### src/tcc_cfg.svh
// Register map, field positions, reset values and timing constants
`ifndef TCC_CFG_SVH
`define TCC_CFG_SVH
`define TCC_OFF_CTRL 8'h00
`define TCC_OFF_STATUS 8'h04
`define TCC_OFF_IRQ_STAT 8'h08
`define TCC_OFF_IRQ_MASK 8'h0C
`define TCC_CTRL_RST 32'h00000001
`define TCC_IRQ_MASK_RST 32'h00000000
`define TCC_CTRL_EN_BIT 0
`define TCC_ST_ATTACHED_BIT 0
`define TCC_ST_ORIENT_BIT 1
`define TCC_ST_VCONN_BIT 2
`define TCC_ST_FAULT_BIT 3
`define TCC_ST_RESV_SEL_BIT 4
`define TCC_ST_BUS_FAULT_BIT 5
`define TCC_ST_LEVEL_LSB 8
`define TCC_EV_ATTACH_BIT 0
`define TCC_EV_DETACH_BIT 1
`define TCC_EV_FAULT_BIT 2
`define TCC_EV_BUS_FAULT_BIT 3
`define TCC_EV_WIDTH 4
`define TCC_PIN_COUNT 10
`define TCC_PIN_RST 10'h030
`define TCC_PIN_CC1_RD 0
`define TCC_PIN_CC2_RD 1
`define TCC_PIN_CC1_RA 2
`define TCC_PIN_CC2_RA 3
`define TCC_PIN_CABLE_POWER_FAULT_N_N 4
`define TCC_PIN_BUS_POWER_FAULT_N_N 5
`define TCC_PIN_SEL_A 6
`define TCC_PIN_SEL_B 7
`define TCC_PIN_VBUS_POL 8
`define TCC_PIN_VCONN_POL 9
`define TCC_STRAP_SETTLE 3'h4
`define TCC_CLK_MHZ 250
`define TCC_FAULT_MS 5
`endif

### src/tcc_pkg.sv
// Types shared by the configuration-channel controller
package tcc_pkg;
	typedef enum logic {TCC_UNATTACHED, TCC_ATTACHED} tcc_state_type;
	typedef enum logic [1:0] {TCC_LEVEL_DEFAULT, TCC_LEVEL_MID, TCC_LEVEL_HIGH} tcc_level_type;
endpackage

### src/tcc_dfp_cc_controller.sv
// Downstream-facing Type-C configuration-channel controller with APB registers
// Summary of operation
// - Unattached: stay idle and pull up both CC lines.
// - Sink pull-down seen on either CC line moves to attached.
// - Attach turns on the bus power enable output.
// - Line with pull-down sets orientation and lane mux select.
// - While attached, check the line in use stays in sink range.
// - While attached, pull up only the line in use.
// - While attached, advertise one of three current levels from selects.
// - Unused line in cable range gets cable power on its switch.
// - Cable power switches follow orientation, cable detection and fault.
// - Bus power fault causes no action, only reporting.
// - Cable fault longer than 5 ms latches cable power off until unplug.
// - Selects (sel_b, sel_a): 00 default, 10 mid, 11 high, 01 reserved.
// - Bus power polarity strap is sampled at reset and fixes polarity.
// - Attach indicator high while a sink is attached.
//
// Design decisions made here: the register offsets and the APB interface to the registers.
`timescale 1ns/100ps
`include "tcc_cfg.svh"
module tcc_dfp_cc_controller #(
	parameter int FAULT_CYC = `TCC_FAULT_MS * `TCC_CLK_MHZ * 1000
) (
	input wire logic clk,
	input wire logic sys_rst,
	input wire logic psel,
	input wire logic penable,
	input wire logic pwrite,
	input wire logic [7:0] paddr,
	input wire logic [31:0] pwdata,
	output logic [31:0] prdata,
	output logic pready,
	output logic pslverr,
	input wire logic cc1_rd_det,
	input wire logic cc2_rd_det,
	input wire logic cc1_ra_det,
	input wire logic cc2_ra_det,
	input wire logic cable_power_fault_n,
	input wire logic bus_power_fault_n,
	input wire logic current_level_sel_a,
	input wire logic current_level_sel_b,
	input wire logic bus_power_polarity_strap,
	input wire logic cable_power_polarity_strap,
	output logic cc1_pullup_en,
	output logic cc2_pullup_en,
	output logic [1:0] current_level,
	output logic lane_mux_sel,
	output logic lane_mux_enable_n,
	output logic bus_power_enable,
	output logic cable_power_ctrl_a,
	output logic cable_power_ctrl_b,
	output logic attach_indicator,
	output logic irq
);
	logic [`TCC_PIN_COUNT-1:0] pin_raw;
	logic [`TCC_PIN_COUNT-1:0] pin_s1_reg;
	logic [`TCC_PIN_COUNT-1:0] pin_s2_reg;
	logic [`TCC_PIN_COUNT-1:0] pin_s3_reg;
	logic [`TCC_PIN_COUNT-1:0] pin_reg;
	logic [2:0] settle_reg;
	logic strap_done_reg;
	logic bus_pol_reg;
	logic cable_pol_reg;
	tcc_pkg::tcc_state_type state_reg;
	tcc_pkg::tcc_state_type state_next;
	logic orient_reg;
	logic [20:0] fault_cnt_reg;
	logic fault_latch_reg;
	logic vconn_on;
	logic rd_used;
	logic ra_unused;
	logic bus_fault_prev_reg;
	logic [31:0] ctrl_reg;
	logic [`TCC_EV_WIDTH-1:0] irq_stat_reg;
	logic [`TCC_EV_WIDTH-1:0] irq_mask_reg;
	logic [`TCC_EV_WIDTH-1:0] events;
	logic [`TCC_EV_WIDTH-1:0] w1c;
	logic [31:0] status;
	logic acc;
	logic wr_acc;
	logic hit;
	logic [1:0] level_reg;
	logic resv_sel;

	assign pin_raw = {cable_power_polarity_strap, bus_power_polarity_strap, current_level_sel_b,
		current_level_sel_a, bus_power_fault_n, cable_power_fault_n, cc2_ra_det, cc1_ra_det,
		cc2_rd_det, cc1_rd_det};

	// Pin filter: a change counts once stages two and three agree
	genvar gi;
	generate
		for (gi = 0; gi < `TCC_PIN_COUNT; gi++)
		begin : g_pin
			always_ff @(posedge clk)
			begin
				if (sys_rst)
				begin
					pin_s1_reg[gi] <= 1'(`TCC_PIN_RST >> gi);
					pin_s2_reg[gi] <= 1'(`TCC_PIN_RST >> gi);
					pin_s3_reg[gi] <= 1'(`TCC_PIN_RST >> gi);
					pin_reg[gi] <= 1'(`TCC_PIN_RST >> gi);
				end
				else
				begin
					pin_s1_reg[gi] <= pin_raw[gi];
					pin_s2_reg[gi] <= pin_s1_reg[gi];
					pin_s3_reg[gi] <= pin_s2_reg[gi];
					if (pin_s2_reg[gi] == pin_s3_reg[gi])
						pin_reg[gi] <= pin_s3_reg[gi];
				end
			end
		end
	endgenerate

	always_ff @(posedge clk)
	begin
		if (sys_rst)
		begin
			settle_reg <= 3'h0;
			strap_done_reg <= 1'b0;
			bus_pol_reg <= 1'b1;
			cable_pol_reg <= 1'b1;
		end
		else if (!strap_done_reg)
		begin
			settle_reg <= settle_reg + 3'h1;
			if (settle_reg == `TCC_STRAP_SETTLE)
			begin
				strap_done_reg <= 1'b1;
				bus_pol_reg <= pin_reg[`TCC_PIN_VBUS_POL];
				cable_pol_reg <= pin_reg[`TCC_PIN_VCONN_POL];
			end
		end
	end

	assign rd_used = orient_reg ? pin_reg[`TCC_PIN_CC2_RD] : pin_reg[`TCC_PIN_CC1_RD];
	assign ra_unused = orient_reg ? pin_reg[`TCC_PIN_CC1_RA] : pin_reg[`TCC_PIN_CC2_RA];

	always_comb
	begin
		state_next = state_reg;
		unique case (state_reg)
			tcc_pkg::TCC_UNATTACHED:
				if (strap_done_reg && ctrl_reg[`TCC_CTRL_EN_BIT] &&
					(pin_reg[`TCC_PIN_CC1_RD] || pin_reg[`TCC_PIN_CC2_RD]))
					state_next = tcc_pkg::TCC_ATTACHED;
			tcc_pkg::TCC_ATTACHED:
				if (!rd_used || !ctrl_reg[`TCC_CTRL_EN_BIT])
					state_next = tcc_pkg::TCC_UNATTACHED;
		endcase
	end

	always_ff @(posedge clk)
	begin
		if (sys_rst)
			state_reg <= tcc_pkg::TCC_UNATTACHED;
		else
			state_reg <= state_next;
	end

	always_ff @(posedge clk)
	begin
		if (sys_rst)
			orient_reg <= 1'b0;
		else if (state_reg == tcc_pkg::TCC_UNATTACHED && state_next == tcc_pkg::TCC_ATTACHED)
			orient_reg <= !pin_reg[`TCC_PIN_CC1_RD];
	end

	always_ff @(posedge clk)
	begin
		if (sys_rst || state_reg == tcc_pkg::TCC_UNATTACHED || pin_reg[`TCC_PIN_CABLE_POWER_FAULT_N_N])
			fault_cnt_reg <= 21'h0;
		else if (fault_cnt_reg <= 21'(FAULT_CYC))
			fault_cnt_reg <= fault_cnt_reg + 21'h1;
	end

	always_ff @(posedge clk)
	begin
		if (sys_rst || state_reg == tcc_pkg::TCC_UNATTACHED)
			fault_latch_reg <= 1'b0;
		else if (fault_cnt_reg > 21'(FAULT_CYC))
			fault_latch_reg <= 1'b1;
	end

	assign resv_sel = pin_reg[`TCC_PIN_SEL_A] && !pin_reg[`TCC_PIN_SEL_B];
	always_ff @(posedge clk)
	begin
		if (sys_rst)
			level_reg <= tcc_pkg::TCC_LEVEL_DEFAULT;
		else if (!pin_reg[`TCC_PIN_SEL_B])
			level_reg <= tcc_pkg::TCC_LEVEL_DEFAULT;
		else if (pin_reg[`TCC_PIN_SEL_A])
			level_reg <= tcc_pkg::TCC_LEVEL_HIGH;
		else
			level_reg <= tcc_pkg::TCC_LEVEL_MID;
	end

	assign vconn_on = state_reg == tcc_pkg::TCC_ATTACHED && ra_unused && !fault_latch_reg;

	always_ff @(posedge clk)
	begin
		if (sys_rst)
		begin
			cc1_pullup_en <= 1'b1;
			cc2_pullup_en <= 1'b1;
			current_level <= tcc_pkg::TCC_LEVEL_DEFAULT;
			lane_mux_sel <= 1'b0;
			lane_mux_enable_n <= 1'b1;
			bus_power_enable <= 1'b0;
			cable_power_ctrl_a <= 1'b0;
			cable_power_ctrl_b <= 1'b0;
			attach_indicator <= 1'b0;
		end
		else
		begin
			cc1_pullup_en <= state_reg == tcc_pkg::TCC_UNATTACHED || !orient_reg;
			cc2_pullup_en <= state_reg == tcc_pkg::TCC_UNATTACHED || orient_reg;
			current_level <= state_reg == tcc_pkg::TCC_ATTACHED ? level_reg :
				tcc_pkg::TCC_LEVEL_DEFAULT;
			lane_mux_sel <= orient_reg;
			lane_mux_enable_n <= state_reg != tcc_pkg::TCC_ATTACHED;
			bus_power_enable <= (state_reg == tcc_pkg::TCC_ATTACHED) ~^ bus_pol_reg;
			cable_power_ctrl_a <= (vconn_on && orient_reg) ~^ cable_pol_reg;
			cable_power_ctrl_b <= (vconn_on && !orient_reg) ~^ cable_pol_reg;
			attach_indicator <= state_reg == tcc_pkg::TCC_ATTACHED;
		end
	end

	always_ff @(posedge clk)
	begin
		if (sys_rst)
			bus_fault_prev_reg <= 1'b1;
		else
			bus_fault_prev_reg <= pin_reg[`TCC_PIN_BUS_POWER_FAULT_N_N];
	end

	assign events[`TCC_EV_ATTACH_BIT] = state_reg == tcc_pkg::TCC_UNATTACHED &&
		state_next == tcc_pkg::TCC_ATTACHED;
	assign events[`TCC_EV_DETACH_BIT] = state_reg == tcc_pkg::TCC_ATTACHED &&
		state_next == tcc_pkg::TCC_UNATTACHED;
	assign events[`TCC_EV_FAULT_BIT] = !fault_latch_reg && fault_cnt_reg > 21'(FAULT_CYC) &&
		state_reg == tcc_pkg::TCC_ATTACHED;
	assign events[`TCC_EV_BUS_FAULT_BIT] = bus_fault_prev_reg && !pin_reg[`TCC_PIN_BUS_POWER_FAULT_N_N];

	// APB slave: one wait state, write and read at the pready edge
	assign acc = psel && penable;
	assign wr_acc = acc && pready && pwrite;
	assign hit = paddr == `TCC_OFF_CTRL || paddr == `TCC_OFF_STATUS ||
		paddr == `TCC_OFF_IRQ_STAT || paddr == `TCC_OFF_IRQ_MASK;
	assign w1c = (wr_acc && paddr == `TCC_OFF_IRQ_STAT) ? pwdata[`TCC_EV_WIDTH-1:0] : '0;

	always_comb
	begin
		status = 32'h0;
		status[`TCC_ST_ATTACHED_BIT] = state_reg == tcc_pkg::TCC_ATTACHED;
		status[`TCC_ST_ORIENT_BIT] = orient_reg;
		status[`TCC_ST_VCONN_BIT] = vconn_on;
		status[`TCC_ST_FAULT_BIT] = fault_latch_reg;
		status[`TCC_ST_RESV_SEL_BIT] = resv_sel;
		status[`TCC_ST_BUS_FAULT_BIT] = !pin_reg[`TCC_PIN_BUS_POWER_FAULT_N_N];
		status[`TCC_ST_LEVEL_LSB +: 2] = level_reg;
	end

	always_ff @(posedge clk)
	begin
		if (sys_rst)
		begin
			pready <= 1'b0;
			pslverr <= 1'b0;
			prdata <= 32'h0;
		end
		else
		begin
			pready <= acc && !pready;
			pslverr <= acc && !pready && !hit;
			if (acc && !pready)
			begin
				unique case (paddr)
					`TCC_OFF_CTRL: prdata <= ctrl_reg;
					`TCC_OFF_STATUS: prdata <= status;
					`TCC_OFF_IRQ_STAT: prdata <= 32'(irq_stat_reg);
					`TCC_OFF_IRQ_MASK: prdata <= 32'(irq_mask_reg);
					default: prdata <= 32'h0;
				endcase
			end
		end
	end

	always_ff @(posedge clk)
	begin
		if (sys_rst)
		begin
			ctrl_reg <= `TCC_CTRL_RST;
			irq_mask_reg <= `TCC_EV_WIDTH'(`TCC_IRQ_MASK_RST);
		end
		else if (wr_acc && paddr == `TCC_OFF_CTRL)
			ctrl_reg <= pwdata & `TCC_CTRL_RST;
		else if (wr_acc && paddr == `TCC_OFF_IRQ_MASK)
			irq_mask_reg <= pwdata[`TCC_EV_WIDTH-1:0];
	end

	// Sticky events: a new event wins over a clear in the same cycle
	always_ff @(posedge clk)
	begin
		if (sys_rst)
			irq_stat_reg <= '0;
		else
			irq_stat_reg <= (irq_stat_reg & ~w1c) | events;
	end

	assign irq = |(irq_stat_reg & irq_mask_reg);
endmodule

### config.mk
export PLATFORM = sky130hd
export DESIGN_NAME = tcc_dfp_cc_controller
export DESIGN_NICKNAME = d
export VERILOG_FILES = /design/src/tcc_pkg.sv /design/src/tcc_dfp_cc_controller.sv
export VERILOG_INCLUDE_DIRS = /design/src /design/src/src
export SDC_FILE = /design/constraint.sdc
export NUM_CORES = 1
export LEC_CHECK = 0
export BUFFER_PORTS_ARGS = -buffer_cell sky130_fd_sc_hd__buf_2
export CORE_UTILIZATION = 53
export CTS_CLUSTER_SIZE = 10
export DETAILED_ROUTE_END_ITERATION = 6
export PLACE_DENSITY_LB_ADDON = 0.12
export SETUP_SLACK_MARGIN = 0.5
export SLEW_MARGIN = 0
export SYNTH_ARGS = -nofsm -noshare
export SYNTH_HDL_FRONTEND = slang
export SYNTH_SLANG_ARGS = --single-unit
### constraint.sdc
create_clock -name clk -period 2.7 [get_ports clk]
set_input_delay 0.405 -clock clk [delete_from_list [all_inputs] [get_ports clk]]
set_output_delay 0.405 -clock clk [all_outputs]
set_load 0.005 [all_outputs]
==> impl_metrics.yaml <==
logic_synthesis:
  synth_top_area_share_pct: 50.62
  async_reset_ff_share_pct: 0
  ys.flop_type: "dfxtp_1"
  synth_area_um2: 4034
  synth.ff_latch_count: 102
  ys_seq_area_share_pct: 50.62
  ys_top_cells_by_area: "dfxtp_1 51%, nor2_1 5.0%, nor2b_1 4.8%"
  synth.avg_cell_area_um2: 9.403
  ys_types: 54
  synthMostInstantiatedCell: "dfxtp_1"
  synth_top_area_cell: "dfxtp_1"
  yosys_warnings: 0
  netlist_instances: 429
  synth_edf_count: 0
  yosys-top-cells-count: "102 x dfxtp_1, 54 x nor2_1, 31 x nor2b_1"
global_route:
  grtUsageMet2_pct: 34.91
  use_met1_pct: 23.81
  grt_pass1_vias: 2691
  antenna_found_initial: 0
  grt.total_usage_pct: 19.89
  use_met3_pct: 5.263
  grt_pass1_wl_um: 12060
  grt-ovfl-total: 0
  busiest_layer: "met2"
  grt_max_degree: 74
hold_path:
  worstHoldEndpoint: "pin_s1_reg[5]"
  holdCritStartpoint: "bus_power_fault_n"
  hold_path_class: "input port to flip-flop"
  whs_path_depth: 2
placement:
  place_congestion: 0.8301
  place_inst: 562
  dpl.hpwl_um: 4934
  dpl_cell_area_um2: 4267
  portBuffers: 47
die:
  dieArea_um2: 7964
  die_x_um: 89.24
  die_h_um: 89.24
  coreArea_um2: 7292
  io_pins: 100
  floorplan.initialDensity_pct: 55.32
  num_rows: 31
timing:
  setup_tns_ps: 0
  fmax_mhz: 458.6
  setup_viol_count_final: 0
  worst_pin_slew_ps: 768.6
  fin_skew_ps: 10.05
  grt_setup_unrepaired: "yes"
  period_share_pct: 80.76
  slew_headroom_pct: 48.76
  period_needed_ps: 2180
  slew_violations: 0
  hold_violations: 0
worst_setup_path:
  cp_slowest_stage_delay_ps: 520
  worstReg2RegStart: "fault_cnt_reg[8]"
  worst_path_max_delay_cell: "or4b_4"
  r2r_cells: 7
  reg2reg_to: "fault_cnt_reg[15]"
  cp_data_arrival_time_ps: 2470
  end_kind: "flip-flop"
  required_ps: 2990
  crit_type: "flip-flop to flip-flop"
  start_kind: "flip-flop"
  crit_chain: "or3_4 -> or4b_4 -> o2bb2ai_4 -> buf_6 -> o21ai_4 -> or3_4 -> a21oi_2"
  cpMostUsedCell: "or3_4"
  r2r_slack_ps: 520
  path_max_fanout: 6
run_status:
  outcome: "finished, final reports clean"
routing:
  drc: 0
  first_pass_iters: 4
  via_per_inst: 5.048
  drt_wl_total_um: 7262
  drt_first_iter_violations: 58
  ant_nets: 0
  num_vias: 2953
  avgRoutedWirePerCell_um: 12.41
layout:
  seqCellArea_um2: 2044
  multiInputGateArea_um2: 1838
  instances_no_fill: 585
  largest_reg_flops: 21
  synthToLayoutAreaGrowth_pct: 13.49
  drive_gt1_share_pct: 20.99
  final_nets: 540
  diodes: 0
  nFillCells: 660
  fin_util_pct: 62.78
  fin_area_um2: 4578
clock_tree:
  cts_tree: "built"
  clkLatencyLatePin_ps: 370
  cts_inserted_buffers: 9
  cts_num_sinks: 102
  path_clk_slew_ps: 100
  clk_path_buf_depth: 2
  htreeDepth: 3
  ctsRootBufferMaster: "clkbuf_8"
pwr:
  ir_drop_mv: 0.3542
  power_density_nw_per_um2: 568.7
  power_leakage_nw: 1.757
job:
  drv_cap: 0
==> power by group <==
| group | internal [W] | leakage [nW] | total (W) | switching [W] |
|---|---|---|---|---|
| clock | 0.000388 | 0.105 | 0.000945 | 0.000557 |
| combinational | 0.0000485 | 0.823 | 0.000107 | 0.0000584 |
| sequential | 0.00153 | 0.829 | 0.00155 | 0.0000173 |
| total | 0.00197 | 1.76 | 0.00260 | 0.000633 |
==> how the worst max path moves through the flow <==
| stage | from | to | cells after the start |
|---|---|---|---|
| 3_5_place_dp | fault_cnt_reg[8] | fault_cnt_reg[15] | 6 |
| 6_report | fault_cnt_reg[8] | fault_cnt_reg[15] | 7 |
| 5_1_grt | fault_cnt_reg[8] | fault_cnt_reg[13] | 7 |
| 3_3_place_gp | fault_cnt_reg[8] | fault_cnt_reg[5] | 6 |
| 2_1_floorplan | fault_cnt_reg[8] | fault_cnt_reg[4] | 7 |
| 4_1_cts | fault_cnt_reg[8] | fault_cnt_reg[13] | 6 |
==> metal layers <==
layer / up-vias / part of all wire (%)
met3: 7 / 3.3
met5: - / 0
met4: 0 / 0.80
li1: 1506 / -
met1: 1390 / 46
met2: 50 / 50
==> repair_timing <==
action                     in CTS  in global routing
pin swaps                      12                  5
setup endpoints to repair      20                 21
gates cloned                    1                  0
buffers inserted                3                  3
hold buffers                    0                  0
gates resized for setup         9                  5
==> worst max-delay path: cells and delay by family, from the launching register on <==
| kind | cells | cell delay, ps |
|---|---|---|
| buffers and inverters | 1 | 140 |
| AND/OR/NAND/NOR | 3 | 1260 |
| AO/OA/AOI/OAI | 3 | 390 |
| flip-flops | 1 | 340 |
==> cells in the final DEF, fill, tap and decap left out, types with 6 or more instances in the layout <==
master	instances
buf_2	47
xor2_1	10
nor2_1	54
or2_2	7
mux2i_1	6
inv_1	10
xnor2_1	7
buf_4	10
or3_1	6
o211ai_1	6
a22oi_1	12
clkbuf_8	10
nor2b_1	31
a21oi_1	18
o21ai_0	17
nand2_1	29
conb_1	24
dfxtp_1	100
nand3_1	6
==> kinds of logic (layout without fill, tap and decap cells) <==
group / Yosys count / in the layout / share of synthesized area (%)
buffers and inverters: 52 / 85 / 7.320
and+or+nand+nor: 165 / 165 / 20.78
adders and majority gates: 4 / 4 / 1.241
AOI/OAI and AO/OA: 76 / 77 / 12.81
muxes: 12 / 12 / 3.443
DFF: 102 / 102 / 50.62
xor gates and xnor gates: 17 / 17 / 3.691
other: 1 / 24 / 0.09296
==> cell type report <==
| class | count | share of cell area, % |
|---|---|---|
| clock buffers | 10 | 3.006 |
| clock inverters | 6 | 1.394 |
| inverters | 10 | 0.8199 |
| multi-input cells | 299 | 40.15 |
| flip-flops and latches | 102 | 44.66 |
| well taps | 99 | 2.706 |
| repair buffers | 59 | 7.270 |
==> through the flow <==
stage,total power (W),setup WS (ps),hold slack (ps)
2_1_floorplan,0.001680,534.2,389.5
3_5_place_dp,0.001694,234.1,403.0
6_report,0.002604,519.5,208.4
3_3_place_gp,0.001690,274.8,396.8
4_1_cts,0.002638,478.8,191.7
5_1_grt,0.002715,455.9,193.6
(Power assumes the default switching activity.)
